**config.mk**
```make
export PLATFORM = sky130hd
export DESIGN_NAME = ivr_vector_ctrl
export DESIGN_NICKNAME = d
export VERILOG_FILES = /design/src/core/ivr_pkg.sv /design/src/core/ivr_strap_sync.sv /design/src/core/ivr_vector_addr.sv /design/src/core/ivr_vector_ctrl.sv
export SDC_FILE = /design/constraint.sdc
export NUM_CORES = 1
export LEC_CHECK = 0
export BUFFER_PORTS_ARGS = -buffer_cell sky130_fd_sc_hd__buf_2
export CORE_ASPECT_RATIO = 0.6
export CORE_MARGIN = 1.5
export CORE_UTILIZATION = 42
export CTS_CLUSTER_SIZE = 25
export DETAILED_ROUTE_END_ITERATION = 10
export PLACE_DENSITY = 0.76
export REMOVE_ABC_BUFFERS = 1
export SYNTH_ARGS = -nofsm -noshare
export SYNTH_HDL_FRONTEND = slang
export SYNTH_HIERARCHICAL = 1
export SYNTH_SLANG_ARGS = --single-unit
```
**constraint.sdc**
```tcl
create_clock -name mclk_in -period 1.3 [get_ports mclk_in]
set_input_delay 0 -clock mclk_in [delete_from_list [all_inputs] [get_ports mclk_in]]
set_output_delay 0 -clock mclk_in [all_outputs]
set_load 0.03 [all_outputs]
```
**src/core/ivr_pkg.sv**
```systemverilog
// Notes on behaviour
// - With the select bit clear the vectors come from the start of flash, with it set from the start of the boot section.
// - The boot section start, and so the relocated vector base, follows the boot size fuses.
// - Interrupts are held off from the cycle change enable is set until the instruction after the select write has completed.
// - If the select bit is never written, the hold-off lasts four cycles and then ends.
// - The automatic hold-off never alters the global interrupt enable flag.
// - With vectors in the boot section and the application lock fuse programmed, interrupts are off while running application code.
// - With vectors in the application section and the boot lock fuse programmed, interrupts are off while running boot code.
// - Hardware clears change enable four cycles after it is written, or at once when the select bit is written.
// - Boot reset fuse unprogrammed, 4 Kbyte boot section, select set: reset at word 0, first vector at word 3802h.
// - Boot reset fuse programmed, 4 Kbyte boot section, select clear: reset at word 3800h, vectors from word 002h.
// - Boot reset fuse programmed, 4 Kbyte boot section, select set: reset at word 3800h, first vector at word 3802h.
// - A relocated vector address is its application table address plus the boot section start.
package ivr_pkg;

  // program counter and vector addresses are flash word addresses
  localparam int ADDR_W = 14;
  localparam int VEC_IDX_W = 5;
  localparam int SIZE_W = 2;

  // apb map, byte addresses
  localparam logic [7:0] GIC_OFFSET = 8'h00;
  localparam logic [7:0] STATUS_OFFSET = 8'h04;

  // general interrupt control fields
  localparam int CE_BIT = 0;
  localparam int SEL_BIT = 1;
  localparam int EXT_LO_BIT = 5;
  localparam int EXT_HI_BIT = 7;
  localparam logic [7:0] GIC_RESET = 8'h00;

  // status register fields
  localparam int ST_WINDOW_BIT = 0;
  localparam int ST_HOLD_BIT = 1;
  localparam int ST_LOCK_BIT = 2;
  localparam int ST_SEL_BIT = 3;
  localparam int ST_SIZE_LO_BIT = 4;
  localparam int ST_SIZE_HI_BIT = 5;
  localparam int ST_BOOT_RESET_FUSE_BIT = 6;
  localparam int ST_VALID_BIT = 7;

  // change window length in clock cycles
  localparam logic [2:0] CHANGE_WINDOW_CYCLES = 3'h4;

  // boot section geometry: size code 0 is the largest (4 Kbyte, 2048 words)
  localparam logic [ADDR_W-1:0] BOOT_WORDS_MAX = 14'h0800;
  localparam logic [ADDR_W-1:0] FIRST_VECTOR = 14'h0002;
  localparam logic [ADDR_W-1:0] APP_RESET_ADDR = 14'h0000;
  localparam int SLOT_SHIFT = 1;

  typedef enum logic [2:0] {
    ST_IDLE = 3'b001,
    ST_WINDOW = 3'b010,
    ST_HOLD = 3'b100
  } ivr_state_type;

  // the boot section always ends at the top of flash
  function automatic logic [ADDR_W-1:0] ivr_boot_start(input logic [SIZE_W-1:0] size_code);
    ivr_boot_start = APP_RESET_ADDR - (BOOT_WORDS_MAX >> size_code);
  endfunction

endpackage

```
**src/core/ivr_strap_sync.sv**
```systemverilog
`timescale 1ns/10ps
`default_nettype none
// three-flop synchroniser for static fuse levels; a value is taken once
// the second and third stages agree, so a glitch seen at one clock edge only never lands
module ivr_strap_sync
  import ivr_pkg::*;
#(
  parameter int W = 5
) (
  input wire logic mclk_in,
  input wire logic resetn_in,
  input wire logic [W-1:0] raw_in,
  output logic [W-1:0] value_out,
  output logic valid_out
);

  typedef struct packed {
    logic [W-1:0] s1;
    logic [W-1:0] s2;
    logic [W-1:0] s3;
    logic [2:0] fill;
    logic [W-1:0] value;
    logic valid;
  } ivr_sync_type;

  ivr_sync_type st;
  ivr_sync_type next_st;

  // first stage only feeds the second; the fill chain stops the all-zero
  // reset contents of the stages from passing as an agreed sample, which
  // would read as every fuse programmed for a few cycles after reset
  always_comb begin
    next_st = st;
    next_st.s1 = raw_in;
    next_st.s2 = st.s1;
    next_st.s3 = st.s2;
    next_st.fill = {st.fill[1:0], 1'b1};
    if (st.fill[2] && (st.s2 == st.s3)) begin
      next_st.value = st.s3;
      next_st.valid = 1'b1;
    end
  end

  always_ff @(posedge mclk_in or negedge resetn_in) begin
    if (!resetn_in) begin
      st <= '0;
    end else begin
      st <= next_st;
    end
  end

  assign value_out = st.value;
  assign valid_out = st.valid;

endmodule
`default_nettype wire

```
**src/core/ivr_vector_addr.sv**
```systemverilog
`timescale 1ns/10ps
`default_nettype none
// registered address arithmetic for the core's fetch unit
module ivr_vector_addr
  import ivr_pkg::*;
(
  input wire logic mclk_in,
  input wire logic resetn_in,
  input wire logic vector_table_select_in,
  input wire logic boot_reset_prog_in,
  input wire logic [SIZE_W-1:0] boot_size_in,
  input wire logic [VEC_IDX_W-1:0] vector_index_in,
  output logic [ADDR_W-1:0] reset_addr_out,
  output logic [ADDR_W-1:0] vector_base_out,
  output logic [ADDR_W-1:0] vector_addr_out
);

  typedef struct packed {
    logic [ADDR_W-1:0] reset_addr;
    logic [ADDR_W-1:0] base;
    logic [ADDR_W-1:0] vec;
  } ivr_addr_type;

  ivr_addr_type st;
  ivr_addr_type next_st;
  logic [ADDR_W-1:0] boot_start;

  always_comb begin
    boot_start = ivr_boot_start(boot_size_in);
    next_st = st;
    // reset entry follows the boot reset fuse and the boot size, not the select bit
    next_st.reset_addr = boot_reset_prog_in ? boot_start : APP_RESET_ADDR;
    // table base moves with the select bit
    next_st.base = vector_table_select_in ? boot_start : APP_RESET_ADDR;
    // slot n sits two words per entry past the reset slot, offset by the base
    next_st.vec = next_st.base
                  + (ADDR_W'(vector_index_in) << SLOT_SHIFT)
                  + FIRST_VECTOR;
  end

  always_ff @(posedge mclk_in or negedge resetn_in) begin
    if (!resetn_in) begin
      st <= '0;
    end else begin
      st <= next_st;
    end
  end

  assign reset_addr_out = st.reset_addr;
  assign vector_base_out = st.base;
  assign vector_addr_out = st.vec;

endmodule
`default_nettype wire

```
**src/core/ivr_vector_ctrl.sv**
```systemverilog
// Implementation choices: the placing of the registers and the APB register port.
`timescale 1ns/10ps
`default_nettype none
// interrupt vector placement control with a timed two-write change sequence.
// the core sees one apb slave with the general interrupt control register and
// a read-only status word; interrupt gating is done here and handed back to
// the core as a single permit, the core's own global enable is only read.
module ivr_vector_ctrl
  import ivr_pkg::*;
(
  input wire logic mclk_in,
  input wire logic resetn_in,
  // apb slave
  input wire logic psel,
  input wire logic penable,
  input wire logic pwrite,
  input wire logic [7:0] paddr,
  input wire logic [31:0] pwdata,
  output logic [31:0] prdata,
  output logic pready,
  output logic pslverr,
  // fuse pins, raw levels, zero means programmed
  input wire logic boot_reset_fuse_n_in,
  input wire logic [SIZE_W-1:0] boot_size_fuses_in,
  input wire logic app_section_boot_lock_n_in,
  input wire logic boot_section_self_lock_n_in,
  // core side, same clock
  input wire logic [ADDR_W-1:0] pc_in,
  input wire logic instr_done_in,
  input wire logic global_int_enable_in,
  input wire logic [VEC_IDX_W-1:0] vector_index_in,
  // outputs to the core
  output logic irq_permit_out,
  output logic change_holdoff_out,
  output logic vector_table_select_out,
  output logic [2:0] ext_int_enable_out,
  output logic [ADDR_W-1:0] reset_addr_out,
  output logic [ADDR_W-1:0] vector_base_out,
  output logic [ADDR_W-1:0] vector_addr_out
);

  localparam int FUSE_W = SIZE_W + 3;

  typedef struct packed {
    ivr_state_type state;
    logic [2:0] window_cnt;
    logic change_enable;
    logic table_select;
    logic [2:0] ext_enable;
    logic [31:0] rdata;
    logic [ADDR_W-1:0] boot_start;
    logic in_boot;
  } ivr_ctrl_type;

  ivr_ctrl_type st;
  ivr_ctrl_type next_st;

  logic [FUSE_W-1:0] fuse_raw;
  logic [FUSE_W-1:0] fuse_val;
  logic fuse_valid;
  logic boot_reset_prog;
  logic app_lock_prog;
  logic boot_lock_prog;
  logic [SIZE_W-1:0] boot_size;
  logic setup_phase;
  logic access_phase;
  logic hit_gic;
  logic hit_status;
  logic gic_write;
  logic ce_written_one;
  logic lock_block;
  logic holdoff;
  logic [7:0] gic_view;
  logic [7:0] status_view;

  // fuse pins come from outside the clock domain
  assign fuse_raw = {boot_reset_fuse_n_in,
                     app_section_boot_lock_n_in,
                     boot_section_self_lock_n_in,
                     boot_size_fuses_in};

  ivr_strap_sync #(
    .W(FUSE_W)
  ) u_fuse_sync (
    .mclk_in(mclk_in),
    .resetn_in(resetn_in),
    .raw_in(fuse_raw),
    .value_out(fuse_val),
    .valid_out(fuse_valid)
  );

  // programmed fuses read as zero; until the first agreed sample the boot reset
  // and lock fuses count as unprogrammed so no lock gates interrupts spuriously
  assign boot_reset_prog = fuse_valid & ~fuse_val[FUSE_W-1];
  assign app_lock_prog = fuse_valid & ~fuse_val[FUSE_W-2];
  assign boot_lock_prog = fuse_valid & ~fuse_val[FUSE_W-3];
  assign boot_size = fuse_val[SIZE_W-1:0];

  // apb decode, zero wait states
  assign setup_phase = psel & ~penable;
  assign access_phase = psel & penable;
  assign hit_gic = (paddr == GIC_OFFSET);
  assign hit_status = (paddr == STATUS_OFFSET);
  assign gic_write = access_phase & pwrite & hit_gic;
  assign ce_written_one = gic_write & pwdata[CE_BIT];
  assign pready = 1'b1;

  // unmapped addresses and writes to the status word are errors
  always_comb begin
    if (!access_phase) begin
      pslverr = 1'b0;
    end else if (hit_gic) begin
      pslverr = 1'b0;
    end else if (hit_status) begin
      pslverr = pwrite;
    end else begin
      pslverr = 1'b1;
    end
  end

  // register views; unused bits read as zero
  always_comb begin
    gic_view = GIC_RESET;
    gic_view[EXT_HI_BIT:EXT_LO_BIT] = st.ext_enable;
    gic_view[SEL_BIT] = st.table_select;
    gic_view[CE_BIT] = st.change_enable;
    status_view = 8'h00;
    status_view[ST_WINDOW_BIT] = (st.state == ST_WINDOW);
    status_view[ST_HOLD_BIT] = holdoff;
    status_view[ST_LOCK_BIT] = lock_block;
    status_view[ST_SEL_BIT] = st.table_select;
    status_view[ST_SIZE_HI_BIT:ST_SIZE_LO_BIT] = boot_size;
    status_view[ST_BOOT_RESET_FUSE_BIT] = boot_reset_prog;
    status_view[ST_VALID_BIT] = fuse_valid;
  end

  // hold-off is on in the very cycle change enable is written, before the
  // register has caught up, so no interrupt slips in between the writes
  assign holdoff = (st.state != ST_IDLE) | ce_written_one;

  // section locks: running from the section whose table is not in use
  assign lock_block = (st.table_select & app_lock_prog & ~st.in_boot)
                      | (~st.table_select & boot_lock_prog & st.in_boot);

  // the global enable is only gated here, never written back
  assign irq_permit_out = global_int_enable_in & ~holdoff & ~lock_block;
  assign change_holdoff_out = holdoff;
  assign vector_table_select_out = st.table_select;
  assign ext_int_enable_out = st.ext_enable;
  assign prdata = st.rdata;

  // sequence machine and register file
  always_comb begin
    next_st = st;
    next_st.boot_start = ivr_boot_start(boot_size);
    next_st.in_boot = (pc_in >= st.boot_start);

    // read data is captured in setup so it comes from a flop in access
    if (setup_phase && !pwrite) begin
      if (hit_gic) begin
        next_st.rdata = {24'h000000, gic_view};
      end else if (hit_status) begin
        next_st.rdata = {24'h000000, status_view};
      end else begin
        next_st.rdata = 32'h00000000;
      end
    end

    // external enable bits are plain storage for the core
    if (gic_write) begin
      next_st.ext_enable = pwdata[EXT_HI_BIT:EXT_LO_BIT];
    end

    case (st.state)
      ST_IDLE: begin
        if (ce_written_one) begin
          // arm the window; the select value in this write is not taken
          next_st.state = ST_WINDOW;
          next_st.change_enable = 1'b1;
          next_st.window_cnt = CHANGE_WINDOW_CYCLES - 3'h1;
        end
      end
      ST_WINDOW: begin
        if (ce_written_one) begin
          // another arming write restarts the full window
          next_st.change_enable = 1'b1;
          next_st.window_cnt = CHANGE_WINDOW_CYCLES - 3'h1;
        end else if (gic_write) begin
          // second write of the sequence: take select, drop enable at once
          next_st.table_select = pwdata[SEL_BIT];
          next_st.change_enable = 1'b0;
          next_st.window_cnt = 3'h0;
          next_st.state = ST_HOLD;
        end else if (st.window_cnt == 3'h1) begin
          // four cycles since the arming write with no select write
          next_st.change_enable = 1'b0;
          next_st.window_cnt = 3'h0;
          next_st.state = ST_IDLE;
        end else begin
          next_st.window_cnt = st.window_cnt - 3'h1;
        end
      end
      ST_HOLD: begin
        // stay off until the instruction after the select write retires
        if (ce_written_one) begin
          next_st.state = ST_WINDOW;
          next_st.change_enable = 1'b1;
          next_st.window_cnt = CHANGE_WINDOW_CYCLES - 3'h1;
        end else if (instr_done_in) begin
          next_st.state = ST_IDLE;
        end
      end
      default: begin
        next_st.state = ST_IDLE;
        next_st.change_enable = 1'b0;
        next_st.window_cnt = 3'h0;
      end
    endcase
  end

  always_ff @(posedge mclk_in or negedge resetn_in) begin
    if (!resetn_in) begin
      st.state <= ST_IDLE;
      st.window_cnt <= 3'h0;
      st.change_enable <= GIC_RESET[CE_BIT];
      st.table_select <= GIC_RESET[SEL_BIT];
      st.ext_enable <= GIC_RESET[EXT_HI_BIT:EXT_LO_BIT];
      st.rdata <= 32'h00000000;
      st.boot_start <= '0;
      st.in_boot <= 1'b0;
    end else begin
      st <= next_st;
    end
  end

  // address arithmetic for reset entry and vector fetch
  ivr_vector_addr u_vec (
    .mclk_in(mclk_in),
    .resetn_in(resetn_in),
    .vector_table_select_in(st.table_select),
    .boot_reset_prog_in(boot_reset_prog),
    .boot_size_in(boot_size),
    .vector_index_in(vector_index_in),
    .reset_addr_out(reset_addr_out),
    .vector_base_out(vector_base_out),
    .vector_addr_out(vector_addr_out)
  );

endmodule
`default_nettype wire

```
Word level (Yosys, flattened, before mapping):

Index checks and enable logic that the tools add are counted.

* flip-flop bits (word level): 124
* word-level logic and storage cells: 87
* input port bits: 71
* output and inout bits: 82

* equal/unequal tests: 13
* reductions and logical operators: 8
* add/sub/neg operators: 4
* $lt $le $gt $ge: 1
* bitwise gates (word level): 25
* mux-type cells: 18
* shift-type cells: 1

Operator list (count)
* 2-to-1 mux 14 bit: 2
* case mux 7 bit (3 select lines): 1
* 2-to-1 mux 8 bit: 2
* 2-to-1 mux 3 bit: 5
* adder 14 x 2 -> 14 bit, second input constant: 1
* adder 14 x 6 -> 14 bit: 1
* bitwise AND 1 bit: 14
* >= comparator 14 bit: 1
* 2-to-1 mux 7 bit: 2
* >> shifter 12 x 2 -> 14 bit, first input constant: 1
* subtractor 1 x 14 -> 14 bit, first input constant: 1
* NOT 1 bit: 9
* == test 8 x 3 -> 1 bit, second input constant: 1
* logical NOT 8 bit: 1
* 2-to-1 mux 4 bit: 2
* == test 3 x 1 -> 1 bit, second input constant: 2
* inequality test 2 bit, second input constant: 3
* AND reduction 3 bit: 2
* == test 5 bit: 1
* 2-to-1 mux 1 bit: 4
* inequality test 4 x 3 -> 1 bit, second input constant: 1
* AND reduction 4 bit: 1
* == test 3 x 2 -> 1 bit, second input constant: 1
* == test 3 bit, second input constant: 1
* other kinds (8): 10

Depth between registers and ports, before layout:

* depth after elaboration: 8
* gate-level depth with buffers: 6
* gate-level depth less buffers: 6

Cells and area by module:

Netlist, hierarchy kept.

By module, submodules not included
* ivr_vector_ctrl: area each 1682.9 um^2, cells each 181, instances 1, sequential area each 651.9 um^2
* ivr_vector_addr: area each 785.8 um^2, cells each 65, instances 1, sequential area each 450.4 um^2
* ivr_strap_sync: area each 770.7 um^2, cells each 43, instances 1, sequential area each 600.6 um^2

Worst setup path before layout:

Ideal clock, no wire load.

* path type: reg-to-output
* start: reg st[55] (netlist bit)
* end: out irq_permit_out
* cell stages (with the launch flop): 4
* data arrival time: 1.524 ns
* required time: 1.300 ns
* buffers on the path: 0
* slack: -0.224 ns
* cell sequence: dfstp_2 -> nor3b_1 -> nand2_1 -> nor2_1

* cells in the longest elaborated chain, start to end: 5

Ends and longest elaborated chain
* start, declared: RTL line ivr_vector_ctrl.sv:55 `ivr_ctrl_type st;`
* start signal, assigned: RTL line ivr_vector_ctrl.sv:232 `st <= next_st;`
* inequality test 3 x 1 -> 1 bit: RTL line ivr_vector_ctrl.sv:139 `assign holdoff = (st.state != ST_IDLE) | ce_written_one;`
* bitwise OR 1 bit: RTL line ivr_vector_ctrl.sv:139
* via change_holdoff_out: RTL line ivr_vector_ctrl.sv:34 `output logic change_holdoff_out,`
* NOT 1 bit: RTL line ivr_vector_ctrl.sv:146 `assign irq_permit_out = global_int_enable_in & ~holdoff & ~lock_block;`
* bitwise AND 1 bit (2 in series): RTL line ivr_vector_ctrl.sv:146
* end, declared: RTL line ivr_vector_ctrl.sv:33 `output logic irq_permit_out,`

The timed path passes the listed nets, and every way through them passes these cells.

Worst setup path after layout:

* start: reg u_fuse_sync/st[9] (netlist bit)
* end: reg u_fuse_sync.st, in the netlist u_fuse_sync/value_out[2]

* cells in the longest elaborated chain, start to end: 2

Ends and longest elaborated chain
* start, declared: RTL line ivr_strap_sync.sv:26 `ivr_sync_type st;`
* start signal, assigned: RTL line ivr_strap_sync.sv:48 `st <= next_st;`
* == test 5 bit: RTL line ivr_strap_sync.sv:38 `if (st.fill[2] && (st.s2 == st.s3)) begin`
* logical AND 1 bit: RTL line ivr_strap_sync.sv:38

Every way passes these cells.
A chain may end at the register's enable or synchronous reset.

==> impl_metrics.json <==
{
  "status": "complete, but fails checks",
  "violations": "negative setup slack",
  "numPortBuffers": 74,
  "core_area_um2": 7360,
  "die_y_um": 71.0,
  "die_area_um2": 8270,
  "nets": 471,
  "layout_min_cycle_time_ns": 1.49,
  "cts_buffers": 9,
  "vdd_drop_max_v": 0.000815,
  "r2r-end": "u_fuse_sync/value_out[2]$_DFFE_PN0P_",
  "whs_path_depth": 3,
  "cts.sinks": 68,
  "cellLeakagePower_nw": 2.22,
  "fmax_ghz": 0.672,
  "cp-start-kind": "flip-flop",
  "vias": 2170,
  "setup-tns-final_ns": -1.61,
  "cts_max_level": 3,
  "cts_tree": "yes",
  "endpoint": "u_fuse_sync/value_out[2]$_DFFE_PN0P_",
  "fp.dieW_um": 116,
  "p_per_area_nw_per_um2": 1410,
  "ys_warn_count": 6,
  "multi_input_comb_area_um2": 1290,
  "root_buffer": "clkbuf_16",
  "critPathRequiredTime_ns": 1.51,
  "r2r-start": "u_fuse_sync/st[9]$_DFF_PN0_",
  "place_hpwl_um": 4180,
  "layout-drive-gt1-share_pct": 39.2,
  "drt_first_pass_iters": 4,
  "start_util_pct": 44.0,
  "hold_viol": 0,
  "fin_cells": 497,
  "finalSetupViolations": 14,
  "grt_pass1_vias": 2133,
  "register_area_um2": 1700,
  "fin_crit_sh_pct": 114,
  "drc": 0,
  "synth.avg_cell_area_um2": 11.2,
  "cp_max_fo": 6,
  "grt_setup_unrepaired": "yes",
  "critPathLaunch": "u_fuse_sync/st[9]$_DFF_PN0_",
  "cap_violations": 0,
  "worstHoldPathType": "primary input to flip-flop",
  "final_max_slew_viol_count": 0,
  "rrSetupSlack_ns": -0.19,
  "ys_ff_latch": 68,
  "overflow": 0,
  "detail_route.iter0.violations": 86,
  "grt_pass1_wl_um": 9890,
  "vias_per_cell": 4.37,
  "clk_pin_slew_ns": 0.05,
  "clk_latency_ns": 0.33,
  "grt_max_degree": 69,
  "setup_ws_ns": -0.187,
  "end_kind": "flip-flop",
  "placed_cells": 455,
  "antennaDiodeCount": 0,
  "ioPinCount": 153,
  "place.gp.congestion": 0.810,
  "wl_per_cell_um": 12.5,
  "seq_area_frac_synth_pct": 52.6,
  "drt_wl_total_um": 6210,
  "fillCellCount": 581,
  "syn_to_final_growth_pct": 31.7,
  "skew_ns": 0.00343,
  "synth_cells": 289,
  "synth_cell_types": 48,
  "num_rows": 24,
  "syn-cell-area_um2": 3240,
  "critical_path_arrival_ns": 1.70,
  "crit_type": "flip-flop to flip-flop",
  "antenna_found_initial": 0,
  "reg2reg_depth": 5,
  "track_usage_pct": 15.8,
  "ant_nets": 0,
  "cts_max_path_buffers": 2
}
## worst min path at each step
stage	start	end	slack [ns]
2_1_floorplan	resetn_in	ext_int_enable_out[0]$_DFFE_PN0P_	-0.30
3_3_place_gp	resetn_in	u_vec/vector_addr_out[2]$_DFF_PN0_	0.04
3_5_place_dp	resetn_in	u_vec/vector_addr_out[2]$_DFF_PN0_	0.04
4_1_cts	instr_done_in	st[57]$_DFFE_PN0P_	0.005
5_1_grt	pc_in[13]	st[0]$_DFF_PN0_	0.01
6_report	pc_in[13]	st[0]$_DFF_PN0_	0.02
## timing repair
item                                    CTS  global route
pin swaps                                 9            11
buffers inserted                          6             3
resized for setup                        28            20
endpoints found under the hold margin    87             0
hold buffers                             18             0
endpoints found under the setup margin   13            16
## Yosys cell counts (all sizes together)
library cell,instances,area [µm²]
ha,12,150
and2,3,20.0
and4b,1,10.0
a32oi,1,8.76
o21a,3,22.5
clkbuf,5,18.8
xor2,3,26.3
mux2i,4,40.0
or3b,1,8.76
nand2b,4,25.0
xnor2,5,43.8
nor4,1,21.3
nor3,3,31.3
nor2b,1,6.26
dfstp,1,26.3
and3,4,25.0
nand2,35,131
nor3b,6,61.3
a211o,1,8.76
a31oi,1,6.26
a21boi,2,15.0
nand4,2,12.5
or2,2,12.5
o2bb2ai,1,8.76
o21bai,1,7.51
mux2,7,78.8
buf,67,504
or3,1,6.26
conb,4,15.0
o311ai,1,8.76
a21oi,6,30.0
inv,12,45.0
nor2,3,11.3
o21ai,7,35.0
o31ai,4,30.0
o211ai,4,30.0
dfrtp,67,1680
nand3,3,20.0
## flip-flops by register name (all words and copies together), names as in the netlist
register / cells
u_fuse_sync/next_st: 12
prdata: 8
ext_int_enable_out: 3
st: 13
u_fuse_sync/st: 6
gic_view: 1
u_fuse_sync/value_out: 5
u_fuse_sync/valid_out: 1
u_vec/vector_base_out: 6
vector_table_select_out: 1
u_vec/vector_addr_out: 6
u_vec/reset_addr_out: 6
## cells in the final DEF (no fill, tap or decap), types with 3 or more instances in the layout
cell type	instances
ha_1	10
dfrtp_1	67
buf_4	16
nand2_1	34
clkinv_2	3
o211ai_1	4
a21oi_1	6
nor3b_4	4
and3_1	4
o21ai_1	4
dlygate4sd3_1	18
clkbuf_16	9
o21a_1	3
o31ai_1	4
conb_1	46
xnor2_1	4
buf_6	11
mux2_4	7
clkbuf_8	3
inv_1	10
mux2i_1	4
buf_2	72
## where the power goes
part | internal [mW] | total (mW) | switching [mW]
clock network | 1.43 | 2.29 | 0.852
logic | 0.487 | 1.24 | 0.748
registers | 2.35 | 2.48 | 0.121
total | 4.28 | 6.00 | 1.72
## worst max-delay path: stages (launching register included)
cell     delay [ns]
dfrtp_1        0.40
xnor2_1        0.16
nand4_1        0.17
nor3_4         0.16
buf_6          0.16
mux2_4         0.31
## through the flow
step	setup WS (ns)	utilization, %	power [mW]	hold WS [ns]	instance area, µm²
floorplan	-0.224	-	3.20	-0.296	2870
finish	-0.187	58.0	6.00	0.0179	4270
CTS	-0.227	56.5	6.03	0.00474	4150
detailed placement	-0.191	47.9	3.62	0.0424	3520
global route	-0.265	58.0	6.31	0.0141	4270
global placement	-0.120	47.9	3.59	0.0436	3520
## layout make-up
type	count	share of cell area (%)
clock buffer	12	6.25
clock inverter	4	0.528
inverter	12	1.06
multi-input combinational	179	30.4
sequential	68	39.9
tap	104	3.05
timing repair buffer	118	18.9
## kinds of logic (layout without fill, tap and decap cells)
| group | Yosys count | count (layout) | share of synthesized area (%) |
|---|---|---|---|
| buffers and inverters | 84 | 146 | 17.5 |
| XOR/XNOR | 8 | 8 | 2.16 |
| multiplexers | 11 | 11 | 3.67 |
| AND/OR/NAND/NOR | 70 | 70 | 12.4 |
| other | 4 | 46 | 0.463 |
| AO/OA/AOI/OAI | 32 | 32 | 6.53 |
| flip-flops | 68 | 68 | 52.6 |
| adder cells (fa/ha/maj) | 12 | 12 | 4.63 |
## metal layers
metal	vias up	GRT usage (%)	share of wire, %
met5	-	0	0
met4	0	4.61	1.1
met3	7	6.17	6.0
met2	71	25.3	48
met1	1055	20.1	45
li1	1037	-	-
(Power assumes the default switching activity.)
